## src/bfc_map.svh

```systemverilog
`ifndef BFC_MAP_SVH
`define BFC_MAP_SVH
// ****************************************
// Frame field positions and codes.
// ****************************************
`define BFC_NODE_TGT_HI 7
`define BFC_NODE_TGT_LO 5
`define BFC_NODE_SRC_HI 3
`define BFC_NODE_SRC_LO 1
`define BFC_NODE_TGT_DEF 3'h0
`define BFC_NODE_SRC_DEF 3'h0
`define BFC_OPT_XOR_SEL 8'h00
`define BFC_LEN_NONE 8'h00
`define BFC_LEN_RSVD 8'hff
`define BFC_MAX_PAYLOAD 8'hfe
`define BFC_CARD_RX_MAX_DEF 8'h20
`define BFC_RERR_OK 4'h0
`define BFC_RERR_CHECK 4'h1
`define BFC_RERR_OTHER 4'h2
`define BFC_SFN_RESYNC 5'h00
`define BFC_SFN_SIZE 5'h01
`define BFC_SFN_ABORT 5'h02
`define BFC_SFN_WAIT 5'h03
`define BFC_SFN_VPP 5'h04
// ****************************************
// Register offsets (byte addresses).
// ****************************************
`define BFC_REG_CTRL 8'h00
`define BFC_REG_TXHDR 8'h04
`define BFC_REG_STAT 8'h08
`define BFC_REG_RXHDR 8'h0c
`define BFC_REG_RXCHK 8'h10
`define BFC_REG_LINK 8'h14
// ****************************************
// Timing.
// ****************************************
`define BFC_CLK_MHZ 125
`define BFC_ETU_NS_DEF 32'd2976
`define BFC_GUARD_ETU 22
`define BFC_GAP_BASE_ETU 11
`endif

```

## src/bfc_pkg.sv

```systemverilog
`default_nettype none
package bfc_pkg;
    // ****************************************
    // Block types and parser states.
    // ****************************************
    typedef enum logic [1:0] {
        BFC_BLK_INFO = 2'b00,
        BFC_BLK_RR = 2'b01,
        BFC_BLK_SUP = 2'b10,
        BFC_BLK_BAD = 2'b11
    } bfc_blk_type;
    typedef enum logic [2:0] {
        BFC_ST_NODE = 3'b000,
        BFC_ST_CTRL = 3'b001,
        BFC_ST_LEN = 3'b010,
        BFC_ST_DATA = 3'b011,
        BFC_ST_CHECK = 3'b100
    } bfc_st_type;
endpackage
`default_nettype wire
```

## src/bfc_codec.sv

```systemverilog
`default_nettype none
`include "bfc_map.svh"
// Operation
// - Option byte selects XOR check, rest zero
// - Frame: node, control, count, payload, check
// - Header and check bytes always present
// - Node byte: target 7..5, source 3..1
// - Only address pair zero supported
// - First valid received frame opens connection for pair
// - Classify block type from control byte
// - Info block: sequence bit7, chain bit6
// - Receive-ready: 100, expected seq, code
// - Supervisory: 11, request bit, function
// - Function codes zero to three valid
// - Bit six: request zero, response one
// - Count equals payload length, FF reserved
// - Info carries data, receive-ready none
// - Size and wait carry one byte
// - Append check byte, receiver verifies
// - Opposite-direction guard of 22 etu
// - In-frame gap at most 11+2^n etu
// - Card payload limit defaults to 32
module bfc_codec #(
    parameter logic [15:0] CYC_PER_ETU = 16'h0174
) (
    // Clock and reset.
    input wire logic sys_clk,
    input wire logic srst,
    // Register port.
    input wire logic [7:0] reg_addr,
    input wire logic [31:0] reg_wdata,
    input wire logic reg_wr,
    input wire logic reg_rd,
    output logic [31:0] reg_rdata,
    // Received character stream from the line.
    input wire logic rx_valid,
    input wire logic [7:0] rx_byte,
    // Transmit character stream to the line.
    input wire logic tx_ready,
    input wire logic [7:0] tx_pay_byte,
    output logic tx_pay_take,
    output logic tx_valid,
    output logic [7:0] tx_byte,
    // Frame results.
    output logic rx_done,
    output logic rx_bad,
    output logic [3:0] rx_err_code
);
    // ****************************************
    // Helper functions.
    // ****************************************
    function automatic bfc_pkg::bfc_blk_type bfc_classify(input logic [7:0] c);
        if (!c[7]) begin
            bfc_classify = bfc_pkg::BFC_BLK_INFO;
        end else if (c[7:5] == 3'b100) begin
            bfc_classify = bfc_pkg::BFC_BLK_RR;
        end else if (c[7:6] == 2'b11) begin
            bfc_classify = bfc_pkg::BFC_BLK_SUP;
        end else begin
            bfc_classify = bfc_pkg::BFC_BLK_BAD;
        end
    endfunction

    // Checks control byte codes and payload length against block type.
    function automatic logic bfc_ctrl_ok(input logic [7:0] c, input logic [7:0] len);
        logic ok;
        ok = 1'b0;
        unique case (bfc_classify(c))
            bfc_pkg::BFC_BLK_INFO: ok = (c[4:0] == 5'h00);
            bfc_pkg::BFC_BLK_RR: ok = (c[3:0] <= `BFC_RERR_OTHER) && (len == `BFC_LEN_NONE);
            bfc_pkg::BFC_BLK_SUP: begin
                if (c[4:0] == `BFC_SFN_SIZE || c[4:0] == `BFC_SFN_WAIT) begin
                    ok = (len == 8'h01);
                end else if (c[4:0] == `BFC_SFN_RESYNC || c[4:0] == `BFC_SFN_ABORT) begin
                    ok = (len == `BFC_LEN_NONE);
                end else begin
                    ok = 1'b0;
                end
            end
            bfc_pkg::BFC_BLK_BAD: ok = 1'b0;
        endcase
        bfc_ctrl_ok = ok;
    endfunction

    function automatic logic [7:0] bfc_node(input logic [2:0] tgt, input logic [2:0] src);
        bfc_node = {1'b0, tgt, 1'b0, src};
    endfunction

    // ****************************************
    // Registers.
    // ****************************************
    logic [7:0] tx_ctrl_r;
    logic [7:0] tx_len_r;
    logic [7:0] opt_r;
    logic [7:0] card_max_r;
    logic [2:0] wait_int_r;
    logic tx_go;
    logic tx_busy_r;
    logic conn_open_r;
    logic [5:0] conn_pair_r;
    logic [7:0] rx_node_r;
    logic [7:0] rx_ctrl_r;
    logic [7:0] rx_len_r;
    logic [7:0] rx_sum_r;
    logic gap_err_r;
    logic guard_err_r;
    logic [7:0] etu_count;
    logic last_rx_r;
    logic timer_restart;

    assign tx_go = reg_wr && (reg_addr == `BFC_REG_TXHDR) && !tx_busy_r;

    // Configuration writes; count above 254 is clamped so FF is never sent.
    always_ff @(posedge sys_clk) begin
        if (srst) begin
            tx_ctrl_r <= 8'h00;
            tx_len_r <= 8'h00;
            opt_r <= `BFC_OPT_XOR_SEL;
            card_max_r <= `BFC_CARD_RX_MAX_DEF;
            wait_int_r <= 3'h4;
        end else if (reg_wr) begin
            if (reg_addr == `BFC_REG_CTRL) begin
                opt_r <= reg_wdata[7:0] & 8'h00;
                card_max_r <= reg_wdata[15:8];
                wait_int_r <= (reg_wdata[18:16] > 3'h5) ? 3'h5 : reg_wdata[18:16];
            end else if (tx_go) begin
                tx_ctrl_r <= reg_wdata[7:0];
                tx_len_r <= (reg_wdata[15:8] > `BFC_MAX_PAYLOAD) ?
                    `BFC_MAX_PAYLOAD : reg_wdata[15:8];
            end
        end
    end

    // ****************************************
    // Transmit framer.
    // ****************************************
    bfc_pkg::bfc_st_type tx_st_r;
    logic [7:0] tx_cnt_r;
    logic [7:0] tx_sum_r;
    logic tx_fire;
    logic [7:0] tx_cur;
    logic guard_ok;

    assign guard_ok = !last_rx_r || (etu_count >= 8'(`BFC_GUARD_ETU));
    assign tx_fire = tx_busy_r && tx_ready && guard_ok && !tx_valid;

    // Byte order node, control, count, payload, check; header always sent.
    always_comb begin
        unique case (tx_st_r)
            bfc_pkg::BFC_ST_NODE: tx_cur = bfc_node(`BFC_NODE_TGT_DEF, `BFC_NODE_SRC_DEF);
            bfc_pkg::BFC_ST_CTRL: tx_cur = tx_ctrl_r;
            bfc_pkg::BFC_ST_LEN: tx_cur = tx_len_r;
            bfc_pkg::BFC_ST_DATA: tx_cur = tx_pay_byte;
            default: tx_cur = tx_sum_r;
        endcase
    end

    // Transmit sequencer; one byte per handshake with the character layer.
    always_ff @(posedge sys_clk) begin
        if (srst) begin
            tx_st_r <= bfc_pkg::BFC_ST_NODE;
            tx_busy_r <= 1'b0;
            tx_cnt_r <= 8'h00;
            tx_sum_r <= 8'h00;
            tx_valid <= 1'b0;
            tx_byte <= 8'h00;
            tx_pay_take <= 1'b0;
        end else begin
            tx_valid <= tx_fire;
            tx_pay_take <= tx_fire && (tx_st_r == bfc_pkg::BFC_ST_DATA);
            if (tx_go) begin
                tx_busy_r <= 1'b1;
                tx_st_r <= bfc_pkg::BFC_ST_NODE;
                tx_sum_r <= 8'h00;
            end else if (tx_fire) begin
                tx_byte <= tx_cur;
                tx_sum_r <= tx_sum_r ^ tx_cur;
                unique case (tx_st_r)
                    bfc_pkg::BFC_ST_NODE: tx_st_r <= bfc_pkg::BFC_ST_CTRL;
                    bfc_pkg::BFC_ST_CTRL: tx_st_r <= bfc_pkg::BFC_ST_LEN;
                    bfc_pkg::BFC_ST_LEN: begin
                        tx_cnt_r <= tx_len_r;
                        tx_st_r <= (tx_len_r == `BFC_LEN_NONE) ?
                            bfc_pkg::BFC_ST_CHECK : bfc_pkg::BFC_ST_DATA;
                    end
                    bfc_pkg::BFC_ST_DATA: begin
                        tx_cnt_r <= tx_cnt_r - 8'h01;
                        if (tx_cnt_r == 8'h01) begin
                            tx_st_r <= bfc_pkg::BFC_ST_CHECK;
                        end
                    end
                    default: begin
                        tx_st_r <= bfc_pkg::BFC_ST_NODE;
                        tx_busy_r <= 1'b0;
                    end
                endcase
            end
        end
    end

    // ****************************************
    // Receive parser.
    // ****************************************
    bfc_pkg::bfc_st_type rx_st_r;
    logic [7:0] rx_cnt_r;
    logic [7:0] gap_limit;

    assign gap_limit = 8'(`BFC_GAP_BASE_ETU) + (8'h01 << wait_int_r);
    assign timer_restart = rx_valid || tx_fire;

    // Etu timer measures time since the last character in either direction.
    bfc_etu_timer #(.CYC_PER_ETU(CYC_PER_ETU)) bfc_etu_timer_inst (
        .sys_clk(sys_clk),
        .srst(srst),
        .restart(timer_restart),
        .etu_count(etu_count)
    );

    // Direction of the last character, for the turnaround guard.
    // Reset counts as a receive, so the peer's first character raises no false guard error.
    always_ff @(posedge sys_clk) begin
        if (srst) begin
            last_rx_r <= 1'b1;
        end else if (rx_valid) begin
            last_rx_r <= 1'b1;
        end else if (tx_fire) begin
            last_rx_r <= 1'b0;
        end
    end

    // Parser walks the frame; the check byte ends it with a verdict.
    always_ff @(posedge sys_clk) begin
        if (srst) begin
            rx_st_r <= bfc_pkg::BFC_ST_NODE;
            rx_cnt_r <= 8'h00;
            rx_node_r <= 8'h00;
            rx_ctrl_r <= 8'h00;
            rx_len_r <= 8'h00;
            rx_sum_r <= 8'h00;
            rx_done <= 1'b0;
            rx_bad <= 1'b0;
            rx_err_code <= `BFC_RERR_OK;
            gap_err_r <= 1'b0;
            conn_open_r <= 1'b0;
            conn_pair_r <= 6'h00;
        end else begin
            rx_done <= 1'b0;
            if (rx_st_r != bfc_pkg::BFC_ST_NODE && etu_count > gap_limit) begin
                // Gap exceeded: frame is dropped and the parser resyncs.
                rx_st_r <= bfc_pkg::BFC_ST_NODE;
                gap_err_r <= 1'b1;
                rx_done <= 1'b1;
                rx_bad <= 1'b1;
                rx_err_code <= `BFC_RERR_OTHER;
            end else if (rx_valid) begin
                rx_sum_r <= (rx_st_r == bfc_pkg::BFC_ST_NODE) ? rx_byte : rx_sum_r ^ rx_byte;
                unique case (rx_st_r)
                    bfc_pkg::BFC_ST_NODE: begin
                        rx_node_r <= rx_byte;
                        gap_err_r <= 1'b0;
                        rx_st_r <= bfc_pkg::BFC_ST_CTRL;
                    end
                    bfc_pkg::BFC_ST_CTRL: begin
                        rx_ctrl_r <= rx_byte;
                        rx_st_r <= bfc_pkg::BFC_ST_LEN;
                    end
                    bfc_pkg::BFC_ST_LEN: begin
                        rx_len_r <= rx_byte;
                        rx_cnt_r <= rx_byte;
                        rx_st_r <= (rx_byte == `BFC_LEN_NONE) ?
                            bfc_pkg::BFC_ST_CHECK : bfc_pkg::BFC_ST_DATA;
                    end
                    bfc_pkg::BFC_ST_DATA: begin
                        rx_cnt_r <= rx_cnt_r - 8'h01;
                        if (rx_cnt_r == 8'h01) begin
                            rx_st_r <= bfc_pkg::BFC_ST_CHECK;
                        end
                    end
                    default: begin
                        rx_st_r <= bfc_pkg::BFC_ST_NODE;
                        rx_done <= 1'b1;
                        if ((rx_sum_r ^ rx_byte) != 8'h00) begin
                            rx_bad <= 1'b1;
                            rx_err_code <= `BFC_RERR_CHECK;
                        end else if (rx_len_r == `BFC_LEN_RSVD ||
                                     !bfc_ctrl_ok(rx_ctrl_r, rx_len_r) ||
                                     rx_node_r != 8'h00 ||
                                     (bfc_classify(rx_ctrl_r) == bfc_pkg::BFC_BLK_INFO &&
                                      rx_len_r > card_max_r)) begin
                            rx_bad <= 1'b1;
                            rx_err_code <= `BFC_RERR_OTHER;
                        end else begin
                            rx_bad <= 1'b0;
                            rx_err_code <= `BFC_RERR_OK;
                            if (!conn_open_r) begin
                                conn_open_r <= 1'b1;
                                conn_pair_r <= {rx_node_r[6:4], rx_node_r[2:0]};
                            end
                        end
                    end
                endcase
            end
        end
    end

    // Guard violation: peer answered inside the turnaround window.
    always_ff @(posedge sys_clk) begin
        if (srst) begin
            guard_err_r <= 1'b0;
        end else if (rx_valid && !last_rx_r) begin
            guard_err_r <= (etu_count < 8'(`BFC_GUARD_ETU));
        end
    end

    // ****************************************
    // Register read port.
    // ****************************************
    always_ff @(posedge sys_clk) begin
        if (srst) begin
            reg_rdata <= 32'h0000_0000;
        end else if (reg_rd) begin
            unique case (reg_addr)
                `BFC_REG_CTRL: reg_rdata <= {13'h0000, wait_int_r, card_max_r, opt_r};
                `BFC_REG_TXHDR: reg_rdata <= {16'h0000, tx_len_r, tx_ctrl_r};
                `BFC_REG_STAT: reg_rdata <= {24'h000000, conn_open_r, guard_err_r,
                                             gap_err_r, tx_busy_r, rx_err_code};
                `BFC_REG_RXHDR: reg_rdata <= {8'h00, rx_len_r, rx_ctrl_r, rx_node_r};
                `BFC_REG_RXCHK: reg_rdata <= {22'h000000, bfc_classify(rx_ctrl_r), rx_sum_r};
                `BFC_REG_LINK: reg_rdata <= {26'h0000000, conn_pair_r};
                default: reg_rdata <= 32'h0000_0000;
            endcase
        end else begin
            reg_rdata <= 32'h0000_0000;
        end
    end

    // ****************************************
    // Checks.
    // ****************************************
    property p_node_zero;
        @(posedge sys_clk) disable iff (srst)
        (tx_fire && tx_st_r == bfc_pkg::BFC_ST_NODE) |=> (tx_byte == 8'h00);
    endproperty
    a_node_zero: assert property (p_node_zero) else $error("node byte not zero");

    property p_no_ff_len;
        @(posedge sys_clk) disable iff (srst)
        (tx_fire && tx_st_r == bfc_pkg::BFC_ST_LEN) |=> (tx_byte != 8'hff);
    endproperty
    a_no_ff_len: assert property (p_no_ff_len) else $error("reserved count sent");

    property p_check_xor;
        @(posedge sys_clk) disable iff (srst)
        (tx_fire && tx_st_r == bfc_pkg::BFC_ST_CHECK) |=> (tx_byte == $past(tx_sum_r));
    endproperty
    a_check_xor: assert property (p_check_xor) else $error("check byte wrong");

    property p_guard;
        @(posedge sys_clk) disable iff (srst)
        (tx_fire && last_rx_r) |-> (etu_count >= 8'(`BFC_GUARD_ETU));
    endproperty
    a_guard: assert property (p_guard) else $error("guard time broken");

    property p_bad_code;
        @(posedge sys_clk) disable iff (srst)
        (rx_done && rx_bad) |-> (rx_err_code == 4'h1 || rx_err_code == 4'h2);
    endproperty
    a_bad_code: assert property (p_bad_code) else $error("bad frame code");

    property p_ok_code;
        @(posedge sys_clk) disable iff (srst)
        (rx_done && !rx_bad) |-> (rx_err_code == 4'h0);
    endproperty
    a_ok_code: assert property (p_ok_code) else $error("good frame code");

    property p_opt;
        @(posedge sys_clk) disable iff (srst)
        reg_wr |=> (opt_r == 8'h00);
    endproperty
    a_opt: assert property (p_opt) else $error("option byte nonzero");

    property p_hdr_order;
        @(posedge sys_clk) disable iff (srst)
        (tx_fire && tx_st_r == bfc_pkg::BFC_ST_NODE) |=>
            (tx_st_r == bfc_pkg::BFC_ST_CTRL && tx_busy_r);
    endproperty
    a_hdr_order: assert property (p_hdr_order) else $error("header order");
endmodule
`default_nettype wire

```

## src/bfc_etu_timer.sv

```systemverilog
`default_nettype none
`include "bfc_map.svh"
// ****************************************
// Counts etu ticks since the last restart and reports the count.
// ****************************************
module bfc_etu_timer #(
    parameter logic [15:0] CYC_PER_ETU = 16'h0174
) (
    // Clock and reset.
    input wire logic sys_clk,
    input wire logic srst,
    // Control.
    input wire logic restart,
    // Count of whole etu elapsed, saturating.
    output logic [7:0] etu_count
);
    logic [15:0] cyc_r;

    // Prescaler restarts with each character so counts align to leading edges.
    always_ff @(posedge sys_clk) begin
        if (srst || restart) begin
            cyc_r <= 16'h0000;
            etu_count <= 8'h00;
        end else if (cyc_r == CYC_PER_ETU - 16'h0001) begin
            cyc_r <= 16'h0000;
            if (etu_count != 8'hff) begin
                etu_count <= etu_count + 8'h01;
            end
        end else begin
            cyc_r <= cyc_r + 16'h0001;
        end
    end
endmodule
`default_nettype wire

```

## config.mk

```make
export PLATFORM = sky130hd
export DESIGN_NAME = bfc_codec
export DESIGN_NICKNAME = d
export VERILOG_FILES = /design/src/bfc_pkg.sv /design/src/bfc_codec.sv /design/src/bfc_etu_timer.sv
export VERILOG_INCLUDE_DIRS = /design/src
export SDC_FILE = /design/constraint.sdc
export NUM_CORES = 1
export LEC_CHECK = 0
export BUFFER_PORTS_ARGS = -buffer_cell sky130_fd_sc_hd__buf_2
export CORE_ASPECT_RATIO = 0.6
export CORE_MARGIN = 2
export CORE_UTILIZATION = 54
export CTS_CLUSTER_SIZE = 28
export DETAILED_ROUTE_END_ITERATION = 6
export HOLD_SLACK_MARGIN = 0.15
export PLACE_DENSITY = 0.82
export SYNTH_ARGS = -nofsm -noshare
export SYNTH_HDL_FRONTEND = slang
export SYNTH_SLANG_ARGS = --single-unit
```

## constraint.sdc

```tcl
create_clock -name sys_clk -period 6.85 [get_ports sys_clk]
set_input_delay 1.0275 -clock sys_clk [delete_from_list [all_inputs] [get_ports sys_clk]]
set_output_delay 1.0275 -clock sys_clk [all_outputs]
set_load 0.02 [all_outputs]
```

==> impl_metrics.json, run 1 <==
{
  "power_density_mw_per_mm2": 238.0,
  "gr_layer_usage_met1_pct": 40.75,
  "cts_num_sinks": 162,
  "post-route-drc-count": 0,
  "cpMaxStageDelayCell": "dfxtp_1",
  "rsz_0062_raised_after_global_routing": "false",
  "finalSetupViolCount": 0,
  "worst-endpoint-arrival_ns": 3.35,
  "syn_area_mm2": 0.007926,
  "ratio_of_cells_with_drive_above_1_in_the_final_layout_pct": 14.71,
  "cts-root-buf": "clkbuf_16",
  "layout-area-overhead-vs-synth_pct": 12.98,
  "yosysSeqAreaShare_pct": 40.92,
  "fin_worst_hold_slack_ns": 0.4627,
  "design.die.area_mm2": 0.01570,
  "synth_cell_type_count": 63,
  "cts_tree": "built",
  "num-fill-cells": 1200,
  "final_cell_count_no_fill": 1212,
  "vdd.ir_drop.worst_mv": 0.1455,
  "die-height_um": 97.85,
  "post_drt_via_cell_ratio": 5.997,
  "first_global_vias": 6541,
  "postLayoutCellArea_mm2": 0.008955,
  "drt.antenna.violating_nets": 0,
  "yosys_warn_count": 0,
  "critPathMaxFanout": 15,
  "cts.path.max_buffers": 2,
  "clkSlewWorstSetupHoldPaths_ns": 0.06,
  "critical_path_launch_point_type": "flip-flop",
  "synthTopCellsByArea": "dfxtp_1 (41%), nor2_1 (7.1%), mux2i_1 (6.3%)",
  "fin_total_pwr_mw": 2.132,
  "tritoncts.num_buffers": 17,
  "cp_common_cell": "nor2_1",
  "multi_input_area_mm2": 0.004298,
  "dr_pass1_iterations": 6,
  "grt_max_degree": 79,
  "synth.cells.most_frequent": "dfxtp_1 (162), nor2_1 (150), a21oi_1 (86), nand2_1 (69), mux2i_1 (50)",
  "critical_path.endpoint_type": "flip-flop",
  "min_path_type": "reg -> reg",
  "antenna_found_initial": 0,
  "timing.critical_path.required_ns": 7.13,
  "drt_wl_total_um": 21430,
  "grt.total_usage_pct": 27.40,
  "number_of_levels_in_the_clock_h_tree": 4,
  "core_mm2": 0.01442,
  "finalHoldViolations": 0,
  "maxCapViolCount": 0,
  "fmax_mhz": 325.2,
  "seq_area_mm2": 0.003243,
  "global_route.overflow_total": 0,
  "routed-via-count": 7268,
  "total_leakage_power_nw": 3.757,
  "largest_reg_flops": 24,
  "yosys_most_used_dff": "dfxtp_1",
  "synth_top_area_share_pct": 40.92,
  "grt_util_met3_pct": 8.156,
  "fin_skew_ns": 0.01172,
  "floorplan.io_pins": 110,
  "cts-hold-fix-buffers": 0,
  "async_reset_ff_share_pct": 0,
  "placedInstanceArea_mm2": 0.008332,
  "post-cts-setup-buffer-count": 0,
  "period_minus_slack_ns": 3.075,
  "global_route.usage.met2_pct": 37.43,
  "largest_register": "reg_rdata",
  "synthesized_area_per_cell_um2": 8.352,
  "outcome": "finished clean",
  "crit_path_max_incr_delay_ns": 0.62,
  "setup_tns_ns": 0,
  "gp_routability_congestion": 0.9186,
  "portBuffers": 86,
  "yosys_register_bits": 162,
  "netlist.top_cell.by_area": "dfxtp_1",
  "yosys.cell_count.top_type": "dfxtp_1",
  "die_x_um": 160.4,
  "largestRegisters": "reg_rdata x24, bfc_etu_timer_inst.cyc_r x16",
  "dr.first_iter.drc_count": 916,
  "num-nets-final": 1085,
  "worst_slew_pin_slew_ns": 1.007,
  "final-max-slew-violation-count": 0,
  "initial_core_util_pct": 54.96,
  "timing.final.crit_share_pct": 44.90,
  "slew_headroom_pct": 32.88,
  "detailedPlacementHpwl_um": 14970,
  "timing.critical_path.cells": "nand2_1 > nor2_1 > nor2_1 > ha_1 > nor3_1 > o31ai_1 > o211a_2 > or3_1 > mux2i_1 > nor2_1",
  "std_cell_rows": 34,
  "number_of_flops_mapped_to_enable_cells_by_yosys": 0,
  "syn_inst": 949,
  "wl_per_cell_um": 17.68,
  "worst-setup-path-type": "reg -> reg",
  "clkLatencyLatePin_ns": 0.43,
  "grt_first_pass_wirelength_um": 34510,
  "dp_cells": 1179,
  "gr-max-usage-layer": "met1",
  "post_cts.resized_instances": 0
}
-- placed cells by master (no fill, tap or decap), types with 9 or more instances in the layout --
master / n
and3_1: 11
nor3b_1: 11
o21ai_0: 45
mux2i_1: 50
clkbuf_16: 17
xor2_1: 13
buf_2: 86
nor2_1: 150
inv_1: 23
mux2_2: 13
nand4_1: 15
a211oi_1: 12
nor2b_1: 9
dfxtp_1: 162
and2_1: 9
nor3_1: 30
conb_1: 10
nor4_1: 11
nand3_1: 28
xnor2_1: 17
nand2_1: 69
a22oi_1: 14
a21oi_1: 86
ha_1: 23
-- power by group --
part / switching (mW) / internal (mW) / total, mW / leakage (nW)
combinational: 0.0931 / 0.0518 / 0.145 / 2.14
clock: 0.425 / 0.586 / 1.01 / 0.308
sequential: 0.0194 / 0.956 / 0.975 / 1.31
total: 0.537 / 1.59 / 2.13 / 3.76
-- kinds of logic (layout without fill, tap and decap cells) --
family	count (synthesis)	count (layout)	share of synthesized area [%]
AO/OA/AOI/OAI	199	199	15.30
buffers and inverters	90	145	5.288
flip-flops	162	162	40.92
XOR/XNOR	30	30	3.315
other	1	11	0.04731
multiplexers	63	63	8.161
AND/OR/NAND/NOR	381	381	23.35
adder cells (fa/ha/maj)	23	23	3.631
-- critical path: cells and delay by family, from the launching register on --
family,cells,cell delay [ns]
simple gates,6,0.92
mux,1,0.29
flops,1,0.62
compound gates,2,0.79
fa+ha+maj,1,0.29
-- layout make-up --
type | count | share of cell area [%]
multi-input combinational | 706 | 47.99
inverter | 24 | 1.006
timing repair buffer | 89 | 5.058
sequential | 162 | 36.22
clock buffer | 17 | 4.751
tap | 198 | 2.767
clock inverter | 15 | 2.180
antenna | 1 | 0.02794
-- stage by stage --
step           worst slack (ns)  utilization [%]
3_3_place_gp              3.532            57.77
6_report                  3.775            62.09
4_1_cts                   3.833            62.08
3_5_place_dp              3.476            57.77
5_1_grt                   3.541            62.08
2_1_floorplan             4.147                -
-- per-layer routing --
metal	wire length, µm	up-vias
met5	0	-
met4	386	0
met3	2429	47
met2	8678	388
met1	9937	3381
li1	-	3452
-- path summary, 6_finish.rpt --
kind,end,cells after the start,slack [ns],start
setup reg to reg,rx_len_r[0]$_SDFFE_PP0P_,10,3.77,wait_int_r[1]$_SDFFE_PP0P_
hold / removal,bfc_etu_timer_inst.cyc_r[0]$_SDFF_PP0_,1,0.46,bfc_etu_timer_inst.cyc_r[0]$_SDFF_PP0_
hold reg to reg,bfc_etu_timer_inst.cyc_r[0]$_SDFF_PP0_,1,0.46,bfc_etu_timer_inst.cyc_r[0]$_SDFF_PP0_
setup / recovery,rx_len_r[0]$_SDFFE_PP0P_,10,3.77,wait_int_r[1]$_SDFFE_PP0P_
No activity file was read; power rests on OpenSTA's default activity.
==> run 2, diff against run 1 <==
Clock period 6.85 ns to 3.2 ns, I/O delays scaled along.
==> run 2 against run 1 <==
Net effect: the run now ends with DRC left; clock power rose by 100%; die area did not move; critical endpoint is now rx_len_r[4]$_SDFFE_PP0P_; maximum frequency rose by 6.1%; routed wire length rose by 2.1%; cell count rose by 0.66%; worst setup slack got worse by 3.5 ns; largest power group is now registers; combinational power rose by 120%; via count rose by 0.40%; sequential power rose by 110%; final area rose by 0.36%.
==> impl_metrics.json, run 2 (synthesis results as in run 1) <==
{
  "gr-max-usage-layer": "met1",
  "first_global_vias": 6602,
  "worst_r2r_startpoint": "wait_int_r[1]$_SDFFE_PP0P_",
  "clkLatencyLatePin_ns": 0.43,
  "tritoncts.num_buffers": 17,
  "drt_wl_total_um": 21880,
  "fin_total_pwr_mw": 4.450,
  "min_path_type": "in -> reg",
  "grt.total_usage_pct": 27.93,
  "num-nets-final": 1094,
  "largestRegisters": "reg_rdata x24, bfc_etu_timer_inst.cyc_r x16",
  "cts_num_sinks": 162,
  "largest_reg_flops": 24,
  "layout_commonest_cell": "dfxtp_1",
  "final_core_utilization_pct": 62.32,
  "failed_checks": "DRC",
  "post_cts.resized_instances": 0,
  "hp-start": "reg_wdata[1]",
  "initial_core_util_pct": 54.96,
  "cts-hold-fix-buffers": 0,
  "final_cell_count_no_fill": 1220,
  "setup_tns_ns": 0,
  "die-height_um": 97.85,
  "cts.path.max_buffers": 2,
  "finalSetupViolCount": 0,
  "drt.antenna.violating_nets": 0,
  "maxCapViolCount": 0,
  "clkSlewWorstSetupHoldPaths_ns": 0.07,
  "wl_per_cell_um": 17.94,
  "layout-area-overhead-vs-synth_pct": 13.39,
  "cts-root-buf": "clkbuf_16",
  "startpoint": "wait_int_r[1]$_SDFFE_PP0P_",
  "floorplan.io_pins": 110,
  "n_antenna_cell": 0,
  "portBuffers": 86,
  "grt_util_met3_pct": 6.585,
  "gr_layer_usage_met1_pct": 42.33,
  "r2r_setup_slack_ns": 0.30,
  "post-route-drc-count": 1,
  "ratio_of_cells_with_drive_above_1_in_the_final_layout_pct": 15.46,
  "critical_path.endpoint_type": "flip-flop",
  "design.die.area_mm2": 0.01570,
  "std_cell_rows": 34,
  "post_drt_via_cell_ratio": 5.981,
  "vdd.ir_drop.worst_mv": 0.3245,
  "worst-setup-path-type": "reg -> reg",
  "slew_headroom_pct": 43.39,
  "timing.final.crit_share_pct": 90.56,
  "fin_skew_ns": 0.009517,
  "largest_register": "reg_rdata",
  "critical_path_launch_point_type": "flip-flop",
  "fin_worst_hold_slack_ns": 0.2973,
  "routed-via-count": 7297,
  "dp_cells": 1188,
  "final-max-slew-violation-count": 0,
  "dr.first_iter.drc_count": 770,
  "die_x_um": 160.4,
  "global_route.usage.met2_pct": 39.12,
  "global_route.overflow_total": 0,
  "critPathMaxFanout": 15,
  "rsz_0062_raised_after_global_routing": "false",
  "timing.critical_path.required_ns": 3.50,
  "cts_tree": "built",
  "grt_first_pass_wirelength_um": 34960,
  "post-cts-setup-buffer-count": 0,
  "power_density_mw_per_mm2": 495.2,
  "finalHoldViolations": 0,
  "worst-endpoint-arrival_ns": 3.20,
  "layout.cells.most_common_list": "dfxtp_1 (162), nor2_1 (150), a21oi_1 (86), buf_2 (86), nand2_1 (69)",
  "number_of_levels_in_the_clock_h_tree": 4,
  "total_leakage_power_nw": 3.767,
  "worst_slew_pin_slew_ns": 0.8452,
  "fmax_mhz": 345.1,
  "dr_pass1_iterations": 7,
  "gp_routability_congestion": 0.9130,
  "grt_max_degree": 51,
  "core_mm2": 0.01442,
  "detailedPlacementHpwl_um": 15500,
  "antenna_found_initial": 0,
  "outcome": "finished with violations",
  "period_minus_slack_ns": 2.898
}
[run 2: per-stage QoR]
stage / setup WS (ns) / cell area (µm²)
after floorplan: 0.8909 / 7960
after global placement: 0.5533 / 8399
after detailed placement: 0.4228 / 8399
after CTS: 0.3365 / 8987
after global routing: 0.1634 / 8987
final: 0.3021 / 8987
[run 2: path summary, 6_finish.rpt]
check | to | depth (start not counted)
worst max register to register | rx_len_r[4]$_SDFFE_PP0P_ | 10
worst max-delay path | rx_len_r[4]$_SDFFE_PP0P_ | 10
worst min register to register | tx_sum_r[5]$_SDFFE_PP0P_ | 2
worst min-delay path | tx_ctrl_r[1]$_SDFFE_PP0P_ | 3
[run 2: power breakdown]
group	leakage, nW	internal [mW]	switching [mW]	total (mW)
registers	1.31	2.05	0.0409	2.09
logic	2.18	0.113	0.205	0.318
clock network	0.276	1.11	0.938	2.05
[run 2: final cells by class]
cell class                      instances  area (µm²)
Multi-Input combinational cell        706        4298
Clock buffer                           17       425.4
Tap cell                              198       247.7
Timing Repair Buffer                   98       520.5
Fill cell                            1222        5434
Clock inverter                         15       162.7
Sequential cell                       162        3243
Inverter                               24       90.09
[run 2: critical path, stage by stage (launching register included)]
cell	delay (ns)
dfxtp_1	0.47
nand2_1	0.11
nor2_1	0.17
nor2_1	0.09
ha_1	0.29
nor3_1	0.05
o31ai_1	0.26
o211a_2	0.49
or3_1	0.48
mux2i_1	0.29
nor2_1	0.07
[run 2: per-layer routing]
| layer | vias to the layer above | routed length (µm) |
|---|---|---|
| li1 | 3464 | - |
| met5 | - | 0 |
| met1 | 3418 | 10180 |
| met2 | 376 | 9045 |
| met3 | 39 | 2324 |
| met4 | 0 | 330 |
